--- src/pkg/ccbm_pkg.sv ---
// Purpose: shared constants for the coupled coprocessor bus master
// Assumes: one core clock, asynchronous active-low reset
// Notes:   command encodings and field layouts of the coupled bus
`default_nettype none
package ccbm_pkg;
  localparam int unsigned CMD_W   = 8;
  localparam int unsigned REG_W   = 4;
  localparam int unsigned BLK_W   = 4;
  localparam int unsigned DATA_W  = 32;
  localparam int unsigned CPNO_W  = 3;

  localparam logic [7:0] CMD_IDLE    = 8'h00;
  localparam logic [7:0] CMD_WRITE_W = 8'h01;
  localparam logic [7:0] CMD_WRITE_D = 8'h02;
  localparam logic [7:0] CMD_READ_W  = 8'h03;
  localparam logic [7:0] CMD_READ_D  = 8'h04;
  localparam logic [7:0] CMD_SYS_WR  = 8'h05;
  localparam logic [7:0] CMD_SYS_RD  = 8'h06;
  localparam logic [7:0] CMD_DBG_WR  = 8'h07;
  localparam logic [7:0] CMD_DBG_RD  = 8'h08;
  localparam logic [7:0] CMD_TT_RD   = 8'h09;
  localparam logic [7:0] CMD_TT_SRCH = 8'h0a;
  localparam logic [7:0] CMD_TT_WR   = 8'h0b;
  localparam logic [7:0] CMD_COP_MIN = 8'h80;

  localparam logic [3:0]  REG_RST  = 4'h0;
  localparam logic [31:0] DATA_RST = 32'h0000_0000;

  // request kinds presented by the core pipeline
  typedef enum logic [3:0] {
    CCBM_K_WRITE_W = 4'h0,
    CCBM_K_WRITE_D = 4'h1,
    CCBM_K_READ_W  = 4'h2,
    CCBM_K_READ_D  = 4'h3,
    CCBM_K_SYS_WR  = 4'h4,
    CCBM_K_SYS_RD  = 4'h5,
    CCBM_K_DBG_WR  = 4'h6,
    CCBM_K_DBG_RD  = 4'h7,
    CCBM_K_TT_RD   = 4'h8,
    CCBM_K_TT_SRCH = 4'h9,
    CCBM_K_TT_WR   = 4'ha,
    CCBM_K_COP     = 4'hb
  } ccbm_kind_e;

  // low nibble of a system or debug register number
  function automatic logic [3:0] ccbm_lo_nib(input logic [7:0] n);
    return n[3:0];
  endfunction : ccbm_lo_nib

  function automatic logic [3:0] ccbm_hi_nib(input logic [7:0] n);
    return n[7:4];
  endfunction : ccbm_hi_nib

  function automatic logic ccbm_is_read(input logic [3:0] k);
    return (k == 4'(CCBM_K_READ_W)) || (k == 4'(CCBM_K_READ_D)) ||
           (k == 4'(CCBM_K_SYS_RD)) || (k == 4'(CCBM_K_DBG_RD)) ||
           (k == 4'(CCBM_K_TT_RD))  || (k == 4'(CCBM_K_TT_SRCH));
  endfunction : ccbm_is_read
endpackage : ccbm_pkg
`default_nettype wire

--- src/rtl/ccbm_encode.sv ---
// Purpose: combinational encoder from a core request to bus fields
// Assumes: request fields are stable while presented
// Notes:   pure decode, no state
`default_nettype none
`timescale 1ns/100ps
module ccbm_encode
  import ccbm_pkg::*;
(
  input  wire logic [3:0]  kind_in,     // request kind
  input  wire logic [3:0]  regnum_in,   // target or source register
  input  wire logic [7:0]  sysnum_in,   // system or debug register number
  input  wire logic [2:0]  cpno_in,     // coprocessor number
  input  wire logic [6:0]  copop_in,    // coprocessor opcode low bits
  input  wire logic [3:0]  cpregb_in,   // coprocessor operand b
  input  wire logic [3:0]  cpregc_in,   // coprocessor operand c
  output logic      [7:0]  cmd_out,     // encoded command
  output logic      [3:0]  rega_out,    // operand field a
  output logic      [3:0]  regb_out,    // operand field b
  output logic      [3:0]  regc_out,    // operand field c
  output logic      [3:0]  blk_out,     // block-number field
  output logic             dbl_out      // double-word write
);
  wire logic [3:0] reg_plus1 = 4'(regnum_in + 4'h1);
  wire logic       is_sysdbg = (kind_in >= 4'(CCBM_K_SYS_WR)) &&
                               (kind_in <= 4'(CCBM_K_DBG_RD));

  always_comb begin
    cmd_out  = CMD_IDLE;
    rega_out = REG_RST;
    regb_out = REG_RST;
    regc_out = REG_RST;
    blk_out  = REG_RST;
    dbl_out  = 1'b0;
    case (kind_in)
      4'(CCBM_K_WRITE_W): begin
        cmd_out  = CMD_WRITE_W;
        rega_out = regnum_in;
      end
      4'(CCBM_K_WRITE_D): begin
        cmd_out  = CMD_WRITE_D;
        rega_out = reg_plus1;
        regb_out = regnum_in;
        dbl_out  = 1'b1;
      end
      4'(CCBM_K_READ_W): begin
        cmd_out  = CMD_READ_W;
        rega_out = regnum_in;
      end
      4'(CCBM_K_READ_D): begin
        cmd_out  = CMD_READ_D;
        rega_out = reg_plus1;
        regb_out = regnum_in;
      end
      4'(CCBM_K_SYS_WR): cmd_out = CMD_SYS_WR;
      4'(CCBM_K_SYS_RD): cmd_out = CMD_SYS_RD;
      4'(CCBM_K_DBG_WR): cmd_out = CMD_DBG_WR;
      4'(CCBM_K_DBG_RD): cmd_out = CMD_DBG_RD;
      4'(CCBM_K_TT_RD):   cmd_out = CMD_TT_RD;
      4'(CCBM_K_TT_SRCH): cmd_out = CMD_TT_SRCH;
      4'(CCBM_K_TT_WR):   cmd_out = CMD_TT_WR;
      4'(CCBM_K_COP): begin
        cmd_out  = CMD_COP_MIN | {1'b0, copop_in};
        rega_out = regnum_in;
        regb_out = cpregb_in;
        regc_out = cpregc_in;
        blk_out  = {1'b0, cpno_in};
      end
      default: cmd_out = CMD_IDLE;
    endcase
    if (is_sysdbg) begin
      rega_out = ccbm_lo_nib(sysnum_in);
      blk_out  = ccbm_hi_nib(sysnum_in);
    end
  end
endmodule : ccbm_encode
`default_nettype wire

--- src/rtl/ccbm_master.sv ---
// Purpose: core-side master of the tightly coupled coprocessor bus
// Assumes: slaves answer through a ready handshake on the core clock
// Notes:   address phase overlaps the previous data phase
//
// Behaviour
// - core is the only bus initiator
// - slave waits stretch phases until ready
// - address phase then data phase, pipelined
// - command 0 idle, 1 single write
// - command 2 double write, A=reg+1, B=reg
// - command 3 single read on A
// - command 4 double read, A=reg+1, B=reg
// - command 5 system write, split number
// - command 6 system read, split number
// - command 7 debug write, split number
// - command 8 debug read, split number
// - commands 9-11 translation ops, fields unused
// - commands 128-255 carry coprocessor opcode
// - coprocessor number on block bits 2:0
// - register moves use block bits 3:0
// - eight coprocessors, sixteen register blocks
// - double write: A high word, B low
// - flush flag one cycle after flush
// - stall flag one cycle after stall
`default_nettype none
`timescale 1ns/100ps
module ccbm_master
  import ccbm_pkg::*;
(
  input  wire logic        mclk_in,        // core clock, 200 MHz
  input  wire logic        reset_n_in,     // async reset, active low
  input  wire logic        ce_in,          // clock enable, freezes state
  // core request side
  input  wire logic        req_valid_in,   // core presents a request
  input  wire logic [3:0]  req_kind_in,    // request kind
  input  wire logic [3:0]  req_reg_in,     // target/source register
  input  wire logic [7:0]  req_sysnum_in,  // system/debug register no
  input  wire logic [2:0]  req_cpno_in,    // coprocessor number
  input  wire logic [6:0]  req_copop_in,   // coprocessor opcode bits
  input  wire logic [3:0]  req_cpregb_in,  // coprocessor operand b
  input  wire logic [3:0]  req_cpregc_in,  // coprocessor operand c
  input  wire logic [63:0] req_wdata_in,   // write data, high word first
  output logic             req_ready_out,  // request taken at the previous edge
  output logic             rsp_valid_out,  // read answer valid, 1 cycle
  output logic [31:0]      rsp_dataa_out,  // read word a
  output logic [31:0]      rsp_datab_out,  // read word b
  input  wire logic        ls_flush_in,    // load/store pipe flushed
  input  wire logic        ls_stall_in,    // load/store pipe stalled
  // bus side
  output logic [7:0]       tcb_cmd_out,    // command
  output logic [3:0]       tcb_rega_out,   // operand field a
  output logic [3:0]       tcb_regb_out,   // operand field b
  output logic [3:0]       tcb_regc_out,   // operand field c
  output logic [3:0]       tcb_blk_out,    // block number
  output logic [31:0]      tcb_wdataa_out, // write data a
  output logic [31:0]      tcb_wdatab_out, // write data b
  input  wire logic        tcb_ready_in,   // slave accepts/answers
  input  wire logic [31:0] tcb_rdataa_in,  // read data a
  input  wire logic [31:0] tcb_rdatab_in,  // read data b
  output logic             tcb_flushed_out,// pipe flushed last cycle
  output logic             tcb_stalled_out // pipe stalled last cycle
);
  typedef enum logic [1:0] {
    CCBM_S_IDLE = 2'b01,
    CCBM_S_BUSY = 2'b10
  } ccbm_state_e;

  ccbm_state_e state_q, state_d;
  logic [7:0]  cmd_q;
  logic [3:0]  rega_q, regb_q, regc_q, blk_q;
  logic [31:0] wa_q, wb_q;
  logic [3:0]  req_kind_q; // kind of the phase on the bus
  logic        rv_q;
  logic [31:0] ra_q, rb_q;

  logic [7:0]  enc_cmd;
  logic [3:0]  enc_a, enc_b, enc_c, enc_blk;
  logic        enc_dbl;

  ccbm_encode u_enc (
    .kind_in   (req_kind_in),
    .regnum_in (req_reg_in),
    .sysnum_in (req_sysnum_in),
    .cpno_in   (req_cpno_in),
    .copop_in  (req_copop_in),
    .cpregb_in (req_cpregb_in),
    .cpregc_in (req_cpregc_in),
    .cmd_out   (enc_cmd),
    .rega_out  (enc_a),
    .regb_out  (enc_b),
    .regc_out  (enc_c),
    .blk_out   (enc_blk),
    .dbl_out   (enc_dbl)
  );

  ccbm_pulse u_flush (
    .mclk_in    (mclk_in),
    .reset_n_in (reset_n_in),
    .ce_in      (ce_in),
    .event_in   (ls_flush_in),
    .flag_out   (tcb_flushed_out)
  );

  ccbm_pulse u_stall (
    .mclk_in    (mclk_in),
    .reset_n_in (reset_n_in),
    .ce_in      (ce_in),
    .event_in   (ls_stall_in),
    .flag_out   (tcb_stalled_out)
  );

  // the phase on the bus completes when the slave says ready
  wire logic phase_done = (state_q == CCBM_S_BUSY) && tcb_ready_in;
  // a new address phase may issue when bus idle or current one completes
  wire logic can_issue  = (state_q == CCBM_S_IDLE) || phase_done;
  wire logic take       = ce_in && req_valid_in && can_issue;
  wire logic is_rd      = ccbm_is_read(req_kind_in);
  wire logic cur_rd     = ccbm_is_read(req_kind_q);

  always_comb begin
    state_d = state_q;
    case (state_q)
      CCBM_S_IDLE: if (req_valid_in) state_d = CCBM_S_BUSY;
      CCBM_S_BUSY: if (tcb_ready_in && !req_valid_in) state_d = CCBM_S_IDLE;
      default:     state_d = CCBM_S_IDLE;
    endcase
  end

  always_ff @(posedge mclk_in or negedge reset_n_in) begin
    if (!reset_n_in) begin
      state_q <= CCBM_S_IDLE;
    end else if (ce_in) begin
      state_q <= state_d;
    end
  end

  // address-phase fields; held while the slave waits
  always_ff @(posedge mclk_in or negedge reset_n_in) begin
    if (!reset_n_in) begin
      cmd_q      <= CMD_IDLE;
      rega_q     <= REG_RST;
      regb_q     <= REG_RST;
      regc_q     <= REG_RST;
      blk_q      <= REG_RST;
      req_kind_q <= REG_RST;
    end else if (take) begin
      cmd_q      <= enc_cmd;
      rega_q     <= enc_a;
      regb_q     <= enc_b;
      regc_q     <= enc_c;
      blk_q      <= enc_blk;
      req_kind_q <= req_kind_in;
    end else if (ce_in && can_issue) begin
      cmd_q      <= CMD_IDLE;
    end
  end

  // write data: a carries the high word; b zero on single writes
  always_ff @(posedge mclk_in or negedge reset_n_in) begin
    if (!reset_n_in) begin
      wa_q <= DATA_RST;
      wb_q <= DATA_RST;
    end else if (take && !is_rd) begin
      wa_q <= req_wdata_in[63:32];
      wb_q <= enc_dbl ? req_wdata_in[31:0] : DATA_RST;
    end
  end

  // read answers are captured in the completing data phase
  always_ff @(posedge mclk_in or negedge reset_n_in) begin
    if (!reset_n_in) begin
      rv_q  <= 1'b0;
      ra_q  <= DATA_RST;
      rb_q  <= DATA_RST;
    end else if (ce_in) begin
      rv_q  <= phase_done && cur_rd;
      if (phase_done && cur_rd) begin
        ra_q <= tcb_rdataa_in;
        rb_q <= tcb_rdatab_in;
      end
    end
  end

  logic rdy_q;
  always_ff @(posedge mclk_in or negedge reset_n_in) begin
    if (!reset_n_in) begin
      rdy_q <= 1'b0;
    end else if (ce_in) begin
      // held with the rest of the state while enable is low
      rdy_q <= take;
    end
  end

  assign req_ready_out   = rdy_q;
  assign rsp_valid_out   = rv_q;
  assign rsp_dataa_out   = ra_q;
  assign rsp_datab_out   = rb_q;
  assign tcb_cmd_out     = cmd_q;
  assign tcb_rega_out    = rega_q;
  assign tcb_regb_out    = regb_q;
  assign tcb_regc_out    = regc_q;
  assign tcb_blk_out     = blk_q;
  assign tcb_wdataa_out  = wa_q;
  assign tcb_wdatab_out  = wb_q;
endmodule : ccbm_master
`default_nettype wire

--- src/rtl/ccbm_pulse.sv ---
// Purpose: one-cycle-delayed status flag toward the slaves
// Assumes: event input is on the core clock
// Notes:   reports what happened in the previous cycle
`default_nettype none
`timescale 1ns/100ps
module ccbm_pulse (
  input  wire logic mclk_in,     // core clock
  input  wire logic reset_n_in,  // async reset, active low
  input  wire logic ce_in,       // clock enable
  input  wire logic event_in,    // pipeline event this cycle
  output logic      flag_out     // event seen last cycle
);
  logic flag_q;
  always_ff @(posedge mclk_in or negedge reset_n_in) begin
    if (!reset_n_in) begin
      flag_q <= 1'b0;
    end else if (ce_in) begin
      flag_q <= event_in;
    end
  end
  assign flag_out = flag_q;
endmodule : ccbm_pulse
`default_nettype wire

--- config.mk ---
export PLATFORM = sky130hd
export DESIGN_NAME = ccbm_master
export DESIGN_NICKNAME = d
export VERILOG_FILES = /design/src/pkg/ccbm_pkg.sv /design/src/rtl/ccbm_encode.sv /design/src/rtl/ccbm_master.sv /design/src/rtl/ccbm_pulse.sv
export SDC_FILE = /design/constraint.sdc
export NUM_CORES = 1
export LEC_CHECK = 0
export ABC_AREA = 1
export BUFFER_PORTS_ARGS = -buffer_cell sky130_fd_sc_hd__clkbuf_2
export CAP_MARGIN = 20
export CELL_PAD_IN_SITES_DETAIL_PLACEMENT = 2
export CELL_PAD_IN_SITES_GLOBAL_PLACEMENT = 2
export CORE_AREA = 2 2 145 203
export DETAILED_ROUTE_END_ITERATION = 10
export DIE_AREA = 0 0 147 205
export HOLD_SLACK_MARGIN = 0.05
export PLACE_DENSITY_LB_ADDON = 0.15
export RECOVER_POWER = 25
export SYNTH_ARGS = -nofsm -noshare
export SYNTH_HDL_FRONTEND = slang
export SYNTH_SLANG_ARGS = --single-unit
--- constraint.sdc ---
create_clock -name mclk_in -period 1.9 [get_ports mclk_in]
set_input_delay 0.19 -clock mclk_in [delete_from_list [all_inputs] [get_ports mclk_in]]
set_output_delay 0.19 -clock mclk_in [all_outputs]
set_load 0.005 [all_outputs]
* Word level (Yosys, flattened, before mapping)
Index checks and enable logic that the tools add are counted.
Word-level totals: input port bits 169, register bits 162, word-level logic and storage cells 80
Cells by class: equality and inequality tests 21, reductions and logical operators 27, multiplexer cells 14, $lt $le $gt $ge 2, add/subtract/negate cells 1
Operator list (count):
- $pmux W8 S12 | 1
- $mux W32 | 1
- $eq A4 B3 Y1 const B | 6
- $eq A4 B4 Y1 const B | 6
- $eq A4 B2 Y1 const B | 4
- $mux W8 | 2
- $pmux W4 S2 | 2
- $mux W4 | 3
- $logic_or A1 B1 Y1 | 11
- $logic_and A1 B1 Y1 | 8
- $add A4 B1 Y4 const B | 1
- $eq A4 B1 Y1 const B | 1
- $ge A4 B3 Y1 const B | 1
- $le A4 B3 Y1 const B | 1
- $logic_not A4 Y1 | 1
- $mux W2 | 2
- $pmux W2 S2 | 1
- $mux W3 | 1
- $reduce_and A3 Y1 | 1
- $reduce_or A3 Y1 | 1
- $eq A2 B1 Y1 const B | 1
- $eq A2 B2 Y1 const B | 1
- $logic_not A1 Y1 | 2
- $ne A2 B1 Y1 const B | 1
- 5 further kinds | 5

* Depth between registers and ports, before layout
Gate-level depths: netlist of the first run.
depth after elaboration 8, gate-level depth with buffers 9

* By module
Synthesis of the first run repeated with hierarchy kept, for this count alone.
Unflattened totals: cells, all modules 873, area, all modules 7213.2 um^2
Modules (own cells, without submodules):
- ccbm_master | sequential area each 4005.1 um^2, instances 1, cells an instance 776, area each 6715.2 um^2
- ccbm_encode | sequential area each 0.0 um^2, instances 1, cells an instance 87, area each 417.9 um^2
- ccbm_pulse | sequential area each 25.0 um^2, instances 2, cells an instance 5, area each 40.0 um^2

* Worst setup path before layout of the first run
Ideal clock, no wire load.
path kind register -> register, from register state_q[0], to register blk_q[0] (netlist: tcb_blk_out[0]), data required time 1776 ps, arrival 1330 ps, path slack 446 ps, cell stages (with the launch flop) 10, buffers on the path 2, cells stage by stage dfstp_2 inv_1 nand3_1 nand2_1 nand2_2 inv_4 buf_4 buf_4 nand3_1 nand3_1
Between the ends: word-level cells in the longest chain between the ends 4
RTL lines:
- from (decl) | line ccbm_master.sv:68 | ccbm_state_e state_q, state_d;
- from (signal assigned) | line ccbm_master.sv:133 | state_q <= state_d;
- $eq A2 B2 Y1 | line ccbm_master.sv:113 | wire logic phase_done = (state_q == CCBM_S_BUSY) && tcb_ready_in;
- $logic_and A1 B1 Y1 | line ccbm_master.sv:113
- $logic_or A1 B1 Y1 * | line ccbm_master.sv:115 | wire logic can_issue = (state_q == CCBM_S_IDLE) || phase_done;
- $logic_and A1 B1 Y1 * | line ccbm_master.sv:116 | wire logic take = ce_in && req_valid_in && can_issue;
- to (signal assigned) | line ccbm_master.sv:151 | blk_q <= enc_blk;
- to (decl) | line ccbm_master.sv:70 | logic [3:0] rega_q, regb_q, regc_q, blk_q;
Every way passes the cells marked *; elsewhere a longest branch is shown, timed or not. A chain may end at the register's enable or synchronous reset.

* Final worst setup path of the first run
from register state_q[0], to register wa_q[15] (netlist: tcb_wdataa_out[15])
Between the ends: word-level cells in the longest chain between the ends 5
RTL lines:
- $eq A2 B2 Y1 | line ccbm_master.sv:113
- $logic_and A1 B1 Y1 | line ccbm_master.sv:113
- $logic_or A1 B1 Y1 * | line ccbm_master.sv:115
- $logic_and A1 B1 Y1 * | line ccbm_master.sv:116
- $logic_and A1 B1 Y1 * | line ccbm_master.sv:163 | end else if (take && !is_rd) begin
- to (signal assigned) | line ccbm_master.sv:164 | wa_q <= req_wdata_in[63:32];
- to (decl) | line ccbm_master.sv:71 | logic [31:0] wa_q, wb_q;
Marks and branches as above.

==> metrics.md, run 1 <==
| Metric | Value |
|---|---|
| Status | finished, final reports clean |
| Fraction of layout cells with a size suffix above 1 | 0.300 |
| Util after Layout | 0.385 |
| Clk Latency, worst-skew pair | about 0.43 ns |
| Syn-to-layout area delta | 56.2% |
| F_max | 592 MHz |
| Hold_sp | req_wdata_in[19] |
| Placed cell areas | 9090 um^2 |
| Maximum vdd ir drop | 603 uV |
| Top-area cell type share of the netlist area | 0.577 |
| Period utilisation layout | 0.889 |
| CP endpoint kind | flip-flop |
| Final #Nets | about 1400 |
| Syn Nets | between 1000 and 1500 |
| Fraction of registers with async set/reset | 1.00 |
| Vias | 7393 |
| Startpoint types | flip-flop |
| Routed Antenna Nets | 0 |
| Core area | about 28000 um^2 |
| DP Wirelength | 19.0 mm |
| IO Count | 325 |
| Grt ovf | 0 |
| Die Width | 147 um |
| Final Hold Violating Endpoints | 0 |
| Yosys warns | 0 |
| Setup Buffers After CTS | 0 |
| First-pass GRT wire length | 46.3 mm |
| Drt total wl | 28.7 mm |
| CTS Buffer Depth | 2 |
| Critical Path RT | 2.25 ns |
| Worst Setup Path Type | flip-flop to flip-flop |
| Critical path startpoint | state_q[0] |
| Post-synth top flop | dfrtp_1 |
| Full die area | 30100 um^2 |
| Internal power | 7.78 mW |
| Number of H-tree levels | 4 |
| DRC | 0 |
| RSZ-0062 raised after global routing | false |
| Vias per cell | between 4 and 5 |
| Clock-pin slew on the worst setup and hold paths | 0.06 ns |
| Leakage | 6.17 nW |
| Slowest cell on crit path | dfstp_2 |
| Unique cell type count in the Yosys netlist | 27 |
| Mapped Avg Cell Area | 8.36 um^2 |
| Pwr dens | 1090 nW/um^2 |
| Slew @ Worst Pin | just over 0.8 ns |
| Max-Cap Viols | 0 |
| Dominant cell type by area after synthesis | dfrtp_1 |
| Ranking of synthesized cells by area | dfrtp_1 (58%), nand2_1 (18%), nand3_1 (11%) |
| Sequential share of power | 0.434 |
| Crit path top cell by count | nand2_1 |
| Die H | 205 um |
| EDFF count, synth | 0 |
| Count leader, synth | nand2_1 |
| Fin area | 10900 um^2 |
| GRT Resource Usage Total | 0.195 |
| PortBufs | between 300 and 400 |
| Number of global-route vias before repair | 8286 |
| NetSw | 4.04 mW |
| Reg2Reg Launch Point | state_q[0] |
| Initial drt markers | roughly 200 |
| Clock sinks | about 160 |
| Fin Clk Skew | ~0.0070 ns |
| Largest net degree at the start of global routing | 80 |
| Comb pwr share | 0.292 |
| Seq cells post-synth | 162 |
| Endpoints failing setup | 0 |
| CTS Root Cell | clkbuf_16 |
| Final setup TNS | 0 ns |
| Power share of the clock group | 0.274 |
| CTS tree | done |
| Starting Density | 0.246 |
| Row count | 73 |
| TritonCTS buffer count | 17 |
| Initial antenna violation count | 2 |
| Synth top cells by count | nand2_1 (336), dfrtp_1 (161), nand3_1 (159), inv_1 (47), nor2_1 (41) |
| Post-Syn Area | 6980 um^2 |
| First drt pass iteration count | 4 |
| Cells after Synth | between 800 and 900 |
| Path type of the worst min-delay path | input port to flip-flop |
| Slowest stage delay, CP | 0.54 ns |
| Max-Slew Margin vs Limit | 0.452 |
| Switching Share | 0.342 |
| Placer Congestion | 0.754 |
| Worst path cell trace | inv_1, nand3_1, nand2_1, nand2_2, inv_4, nand2_8, buf_12, nand2_1, nand2_1 |
| Period minus WS final | 1.69 ns |
| Seq/Total Area, Yosys | 0.581 |
| Worst Path Arrival | 2.04 ns |
| Avg WL per Cell | around 17 um |
| Final max-slew violation count | 0 |
| Critical Path Fanout Max | 26 |
## power groups by stage
| stage | clock, mW | combinational [mW] | sequential [mW] |
|---|---|---|---|
| floorplan | 0 | 1.25 | 5.16 |
| global placement | 0 | 3.16 | 5.13 |
| detailed placement | 0 | 3.23 | 5.17 |
| CTS | 3.40 | 3.46 | 5.12 |
| global route | 3.50 | 3.92 | 5.28 |
| finish | 3.24 | 3.46 | 5.13 |
## cells by family after synthesis
kind of cell,Yosys count,share of synthesized area
multiplexers,2,0.00323
AO/OA/AOI/OAI,26,0.0199
adder cells (fa/ha/maj),1,0.00179
flip-flops,162,0.581
AND/OR/NAND/NOR,543,0.324
buffers and inverters,100,0.0681
XOR/XNOR,1,0.00126
## repair_timing
item,in CTS,in global routing
setup endpoints to repair,0,1
gates resized for setup,0,2
hold buffers,129,0
hold endpoints to repair,258,0
## layout by cell type, fill, tap and decap left out, drive strengths merged
cell type,count
clkbuf,348
nand2,338
dfrtp,161
nand3,159
dlygate4sd3,129
inv,50
nor2,43
o21ai,22
buf,20
clkinv,6
clkinvlp,3
diode,2
nand4,2
mux2,2
a21oi,2
a21boi,1
o211ai,1
xor2,1
nor3,1
ha,1
bufinv,1
dfstp,1
## path summary, 6_finish.rpt
kind | to | slack, ns | cells past startpoint
max | tcb_wdataa_out[15] | 0.21 | 9
min | tcb_wdatab_out[19] | 0.07 | 5
max reg2reg | tcb_wdataa_out[15] | 0.21 | 9
min reg2reg | tcb_wdatab_out[20] | 0.47 | 2
max in group asynchronous | tcb_wdatab_out[27] | 0.28 | 3
min in group asynchronous | rsp_dataa_out[12] | 0.39 | 2
## per-layer routing
metal	routed length, um	track usage
met1	11700	0.228
met2	14800	0.348
met3	1620	0.0483
met4	586	0.0639
met5	0	0
## per-stage QoR
stage                     setup WS [ns]  hold WS (ns)  power (mW)  cells
after floorplan                   0.446        -0.106        6.41    835
after global placement            0.272         0.105        8.29   1506
after detailed placement          0.183         0.110        8.41   1506
after CTS                         0.168        0.0504        12.0   1667
after global routing            0.00755        0.0802        12.7   1669
final                             0.212        0.0714        11.8   1669
## sequential cells by signal, indices dropped and copies added (netlist names)
register          cells
rsp_dataa_out        32
rsp_datab_out        32
tcb_wdataa_out       32
tcb_wdatab_out       32
tcb_cmd_out           8
req_kind_q            4
tcb_blk_out           4
tcb_rega_out          4
tcb_regb_out          4
tcb_regc_out          4
state_q               2
req_ready_out         1
rsp_valid_out         1
u_flush.flag_out      1
u_stall.flag_out      1
## area by class of cell
| cell class | instances | area [um^2] |
|---|---|---|
| multi-input combinational | 573 | 2480 |
| inverter | 49 | 186 |
| clock inverter | 11 | 91.3 |
| antenna | 2 | 5.00 |
| fill | 3237 | 17400 |
| tap | 375 | 469 |
| timing repair buffer | 476 | 3170 |
| clock buffer | 21 | 440 |
| sequential | 162 | 4060 |
## worst max-delay path, delay by kind of cell, from the launching register on
family | cells | cell delay (ns)
DFF | 1 | 0.54
and+or+nand+nor | 6 | 0.71
buffers and inverters | 3 | 0.35
Note: power is estimated with default switching activity, not from simulation.
==> run 2, diff against run 1 <==
- ABC_AREA: 1 -> unset
- CORE_AREA: 2 2 145 203 -> 2 2 133 187
- DIE_AREA: 0 0 147 205 -> 0 0 135 189
==> metrics.md, run 2 <==
| Metric | Value |
|---|---|
| Slowest cell on crit path | dfstp_2 |
| Slew @ Worst Pin | 1.01 ns |
| Syn-to-layout area delta | 62.3% |
| Vias | 6087 |
| Die H | between 150 and 200 um |
| Count leader, synth | dfrtp_1 |
| CTS tree | done |
| Worst hold stages | 2 |
| Critical Path RT | 2.21 ns |
| Post-Synth Adder-Cell Area | 0.00183 |
| First drt pass iteration count | 4 |
| GRT Resource Usage Total | 0.225 |
| Worst Path Arrival | 2.22 ns |
| CTS Root Cell | clkbuf_16 |
| PortBufs | 324 |
| Ranking of synthesized cells by area | dfrtp_1 (59%), mux2_2 (12%), mux2_4 (6.2%) |
| First-pass GRT wire length | roughly 43 mm |
| Terminus of the critical flop-to-flop path | tcb_wdataa_out[20] |
| Full die area | 25500 um^2 |
| R2r worst-path depth | 7 |
| IO Count | 325 |
| Commonest non-fill, non-tap cell in the layout | clkbuf_2 |
| Seq cells post-synth | 162 |
| Final #Nets | 1185 |
| Leakage | roughly 5.6 nW |
| Cells after Synth | 514 |
| Dominant cell type by area after synthesis | dfrtp_1 |
| Largest family of logic cells by synthesized area | multiplexers |
| Number of global-route vias before repair | approximately 7000 |
| Fraction of layout cells with a size suffix above 1 | 0.482 |
| Period minus WS final | 1.91 ns |
| Startpoint types | flip-flop |
| Worst Setup Path Type | flip-flop to flip-flop |
| Final Hold Violating Endpoints | 0 |
| Final max-slew violation count | 0 |
| Critical Path Fanout Max | 10 |
| Pwr dens | 1150 nW/um^2 |
| Placed cell areas | 8920 um^2 |
| Largest net degree at the start of global routing | 67 |
| Status | finished, violations left |
| Max-Slew Margin vs Limit | 0.329 |
| Post-Syn Area | 6820 um^2 |
| Failing checks | negative setup slack |
| Unique cell type count in the Yosys netlist | 44 |
| Maximum vdd ir drop | 640 uV |
| Critical path startpoint | state_q[0] |
| Avg WL per Cell | ~21 um |
| Clk Latency, worst-skew pair | about 0.42 ns |
| RSZ-0062 raised after global routing | true |
| Fin area | 11100 um^2 |
| Crit path top cell by count | buf_12 |
| Row count | 67 |
| Worst path top cell family by delay | flip-flops |
| Syn Nets | 684 |
| Drt total wl | 28.4 mm |
| Setup ws final | -0.0140 ns |
| Clock sinks | about 160 |
| Simple-Gate Fraction of Synth Area | 0.0642 |
| CTS Buffer Depth | 2 |
| Slowest stage delay, CP | 0.55 ns |
| Yosys warns | 0 |
| Post-synthesis mux area share | 0.226 |
| Post-synth top flop | dfrtp_1 |
| Placer Congestion | 0.786 |
| Period utilisation layout | 1.01 |
| Endpoints failing setup | 16 |
| Core area | 23800 um^2 |
| CP endpoint kind | flip-flop |
| Number of H-tree levels | 4 |
| Top-area cell type share of the netlist area | 0.591 |
| Routed Antenna Nets | 0 |
| Seq/Total Area, Yosys | 0.595 |
| TritonCTS buffer count | 17 |
| Most frequent cells in the layout | clkbuf_2 (325), dfrtp_1 (161), dlygate4sd3_1 (150) |
| Grt ovf | 0 |
| Worst path cell trace | and3b_1, o211ai_2, a211oi_4, buf_6, buf_12, buf_12, mux2_4 |
| Path type of the worst min-delay path | input port to flip-flop |
| R2R Setup Slk | -0.01 ns |
| CP bufs+invs | 3 |
| XOR/XNOR share of the synthesized area | 0.00385 |
| Vias per cell | 4.54 |
| DP Wirelength | 17.6 mm |
| Die Width | 135 um |
| DRC | 0 |
| Starting Density | 0.286 |
| Initial antenna violation count | 4 |
| Max-Cap Viols | 0 |
| EDFF count, synth | 0 |
| Fin Clk Skew | 0.00573 ns |
| Initial drt markers | between 150 and 200 |
| Synth Area in Compound Gates | 0.0527 |
| Hold_sp | req_valid_in |
| Clock-pin slew on the worst setup and hold paths | 0.06 ns |
| Fraction of registers with async set/reset | 1.00 |
| F_max | 522 MHz |
| Tot Pwr | 12.7 mW |
| Mapped Avg Cell Area | roughly 13 um^2 |
| Worst hold endpoint | state_q[0] |
| Reg2Reg Launch Point | state_q[0] |
| Synth top cells by count | dfrtp_1 (161), mux2_2 (70), nand2_1 (60), inv_1 (36), mux2i_1 (33) |
-- run 2: how the worst max path moves through the flow --
| stage | slack [ns] | cells past startpoint | end |
|---|---|---|---|
| CTS | 0.01 | 6 | tcb_wdataa_out[30] |
| detailed placement | 0.03 | 6 | tcb_wdataa_out[6] |
| global placement | 0.08 | 6 | tcb_wdataa_out[7] |
| floorplan | 0.17 | 6 | tcb_wdataa_out[10] |
| finish | -0.01 | 7 | tcb_wdataa_out[20] |
| global route | -0.07 | 8 | tcb_wdatab_out[6] |
-- run 2: where the power goes --
| group | internal [mW] | switching [mW] | leakage [nW] | total (mW) |
|---|---|---|---|---|
| Clock | 1.94 | 1.43 | 0.274 | 3.37 |
| Sequential | 4.58 | 0.761 | 2.11 | 5.35 |
| Combinational | 2.22 | 1.76 | 3.25 | 3.98 |
-- run 2: logic make-up after synthesis --
family          after synthesis
compound gates               48
xor+xnor                      3
fa+ha+maj                     1
buf+inv                      68
flops                       162
mux                         131
simple gates                101
-- run 2: through the flow --
step                hold slack, ns  TNS [ns]   util  worst slack, ns  cells
floorplan                   -0.106         0      -            0.173    514
global placement             0.234         0  0.375           0.0833   1147
detailed placement           0.246         0  0.375           0.0270   1147
CTS                         0.0658         0  0.461           0.0119   1327
global route                0.0873     -1.90  0.465          -0.0723   1340
finish                      0.0901   -0.0918  0.465          -0.0140   1341
-- run 2: what timing repair did --
action / CTS / global route
endpoints found under the hold margin: 205 / 0
setup buffers: 0 / 8
hold buffers: 150 / 0
gates resized for setup: 0 / 4
endpoints found under the setup margin: 0 / 48
-- run 2: routing by layer --
| layer | up-vias | GRT usage | part of all wire |
|---|---|---|---|
| li1 | 2744 | - | - |
| met1 | 3052 | 0.236 | 0.35 |
| met5 | - | 0 | 0 |
| met3 | 50 | 0.0530 | 0.058 |
| met2 | 241 | 0.428 | 0.56 |
| met4 | 0 | 0.0881 | 0.032 |
-- run 2: cell type report --
type	count	area, um^2
inverters	36	135
well taps	310	388
flip-flops and latches	162	4060
multi-input cells	284	2400
clock buffers	19	443
clock inverters	11	114
diodes	5	12.5
fillers	2460	12700
repair buffers	514	3520
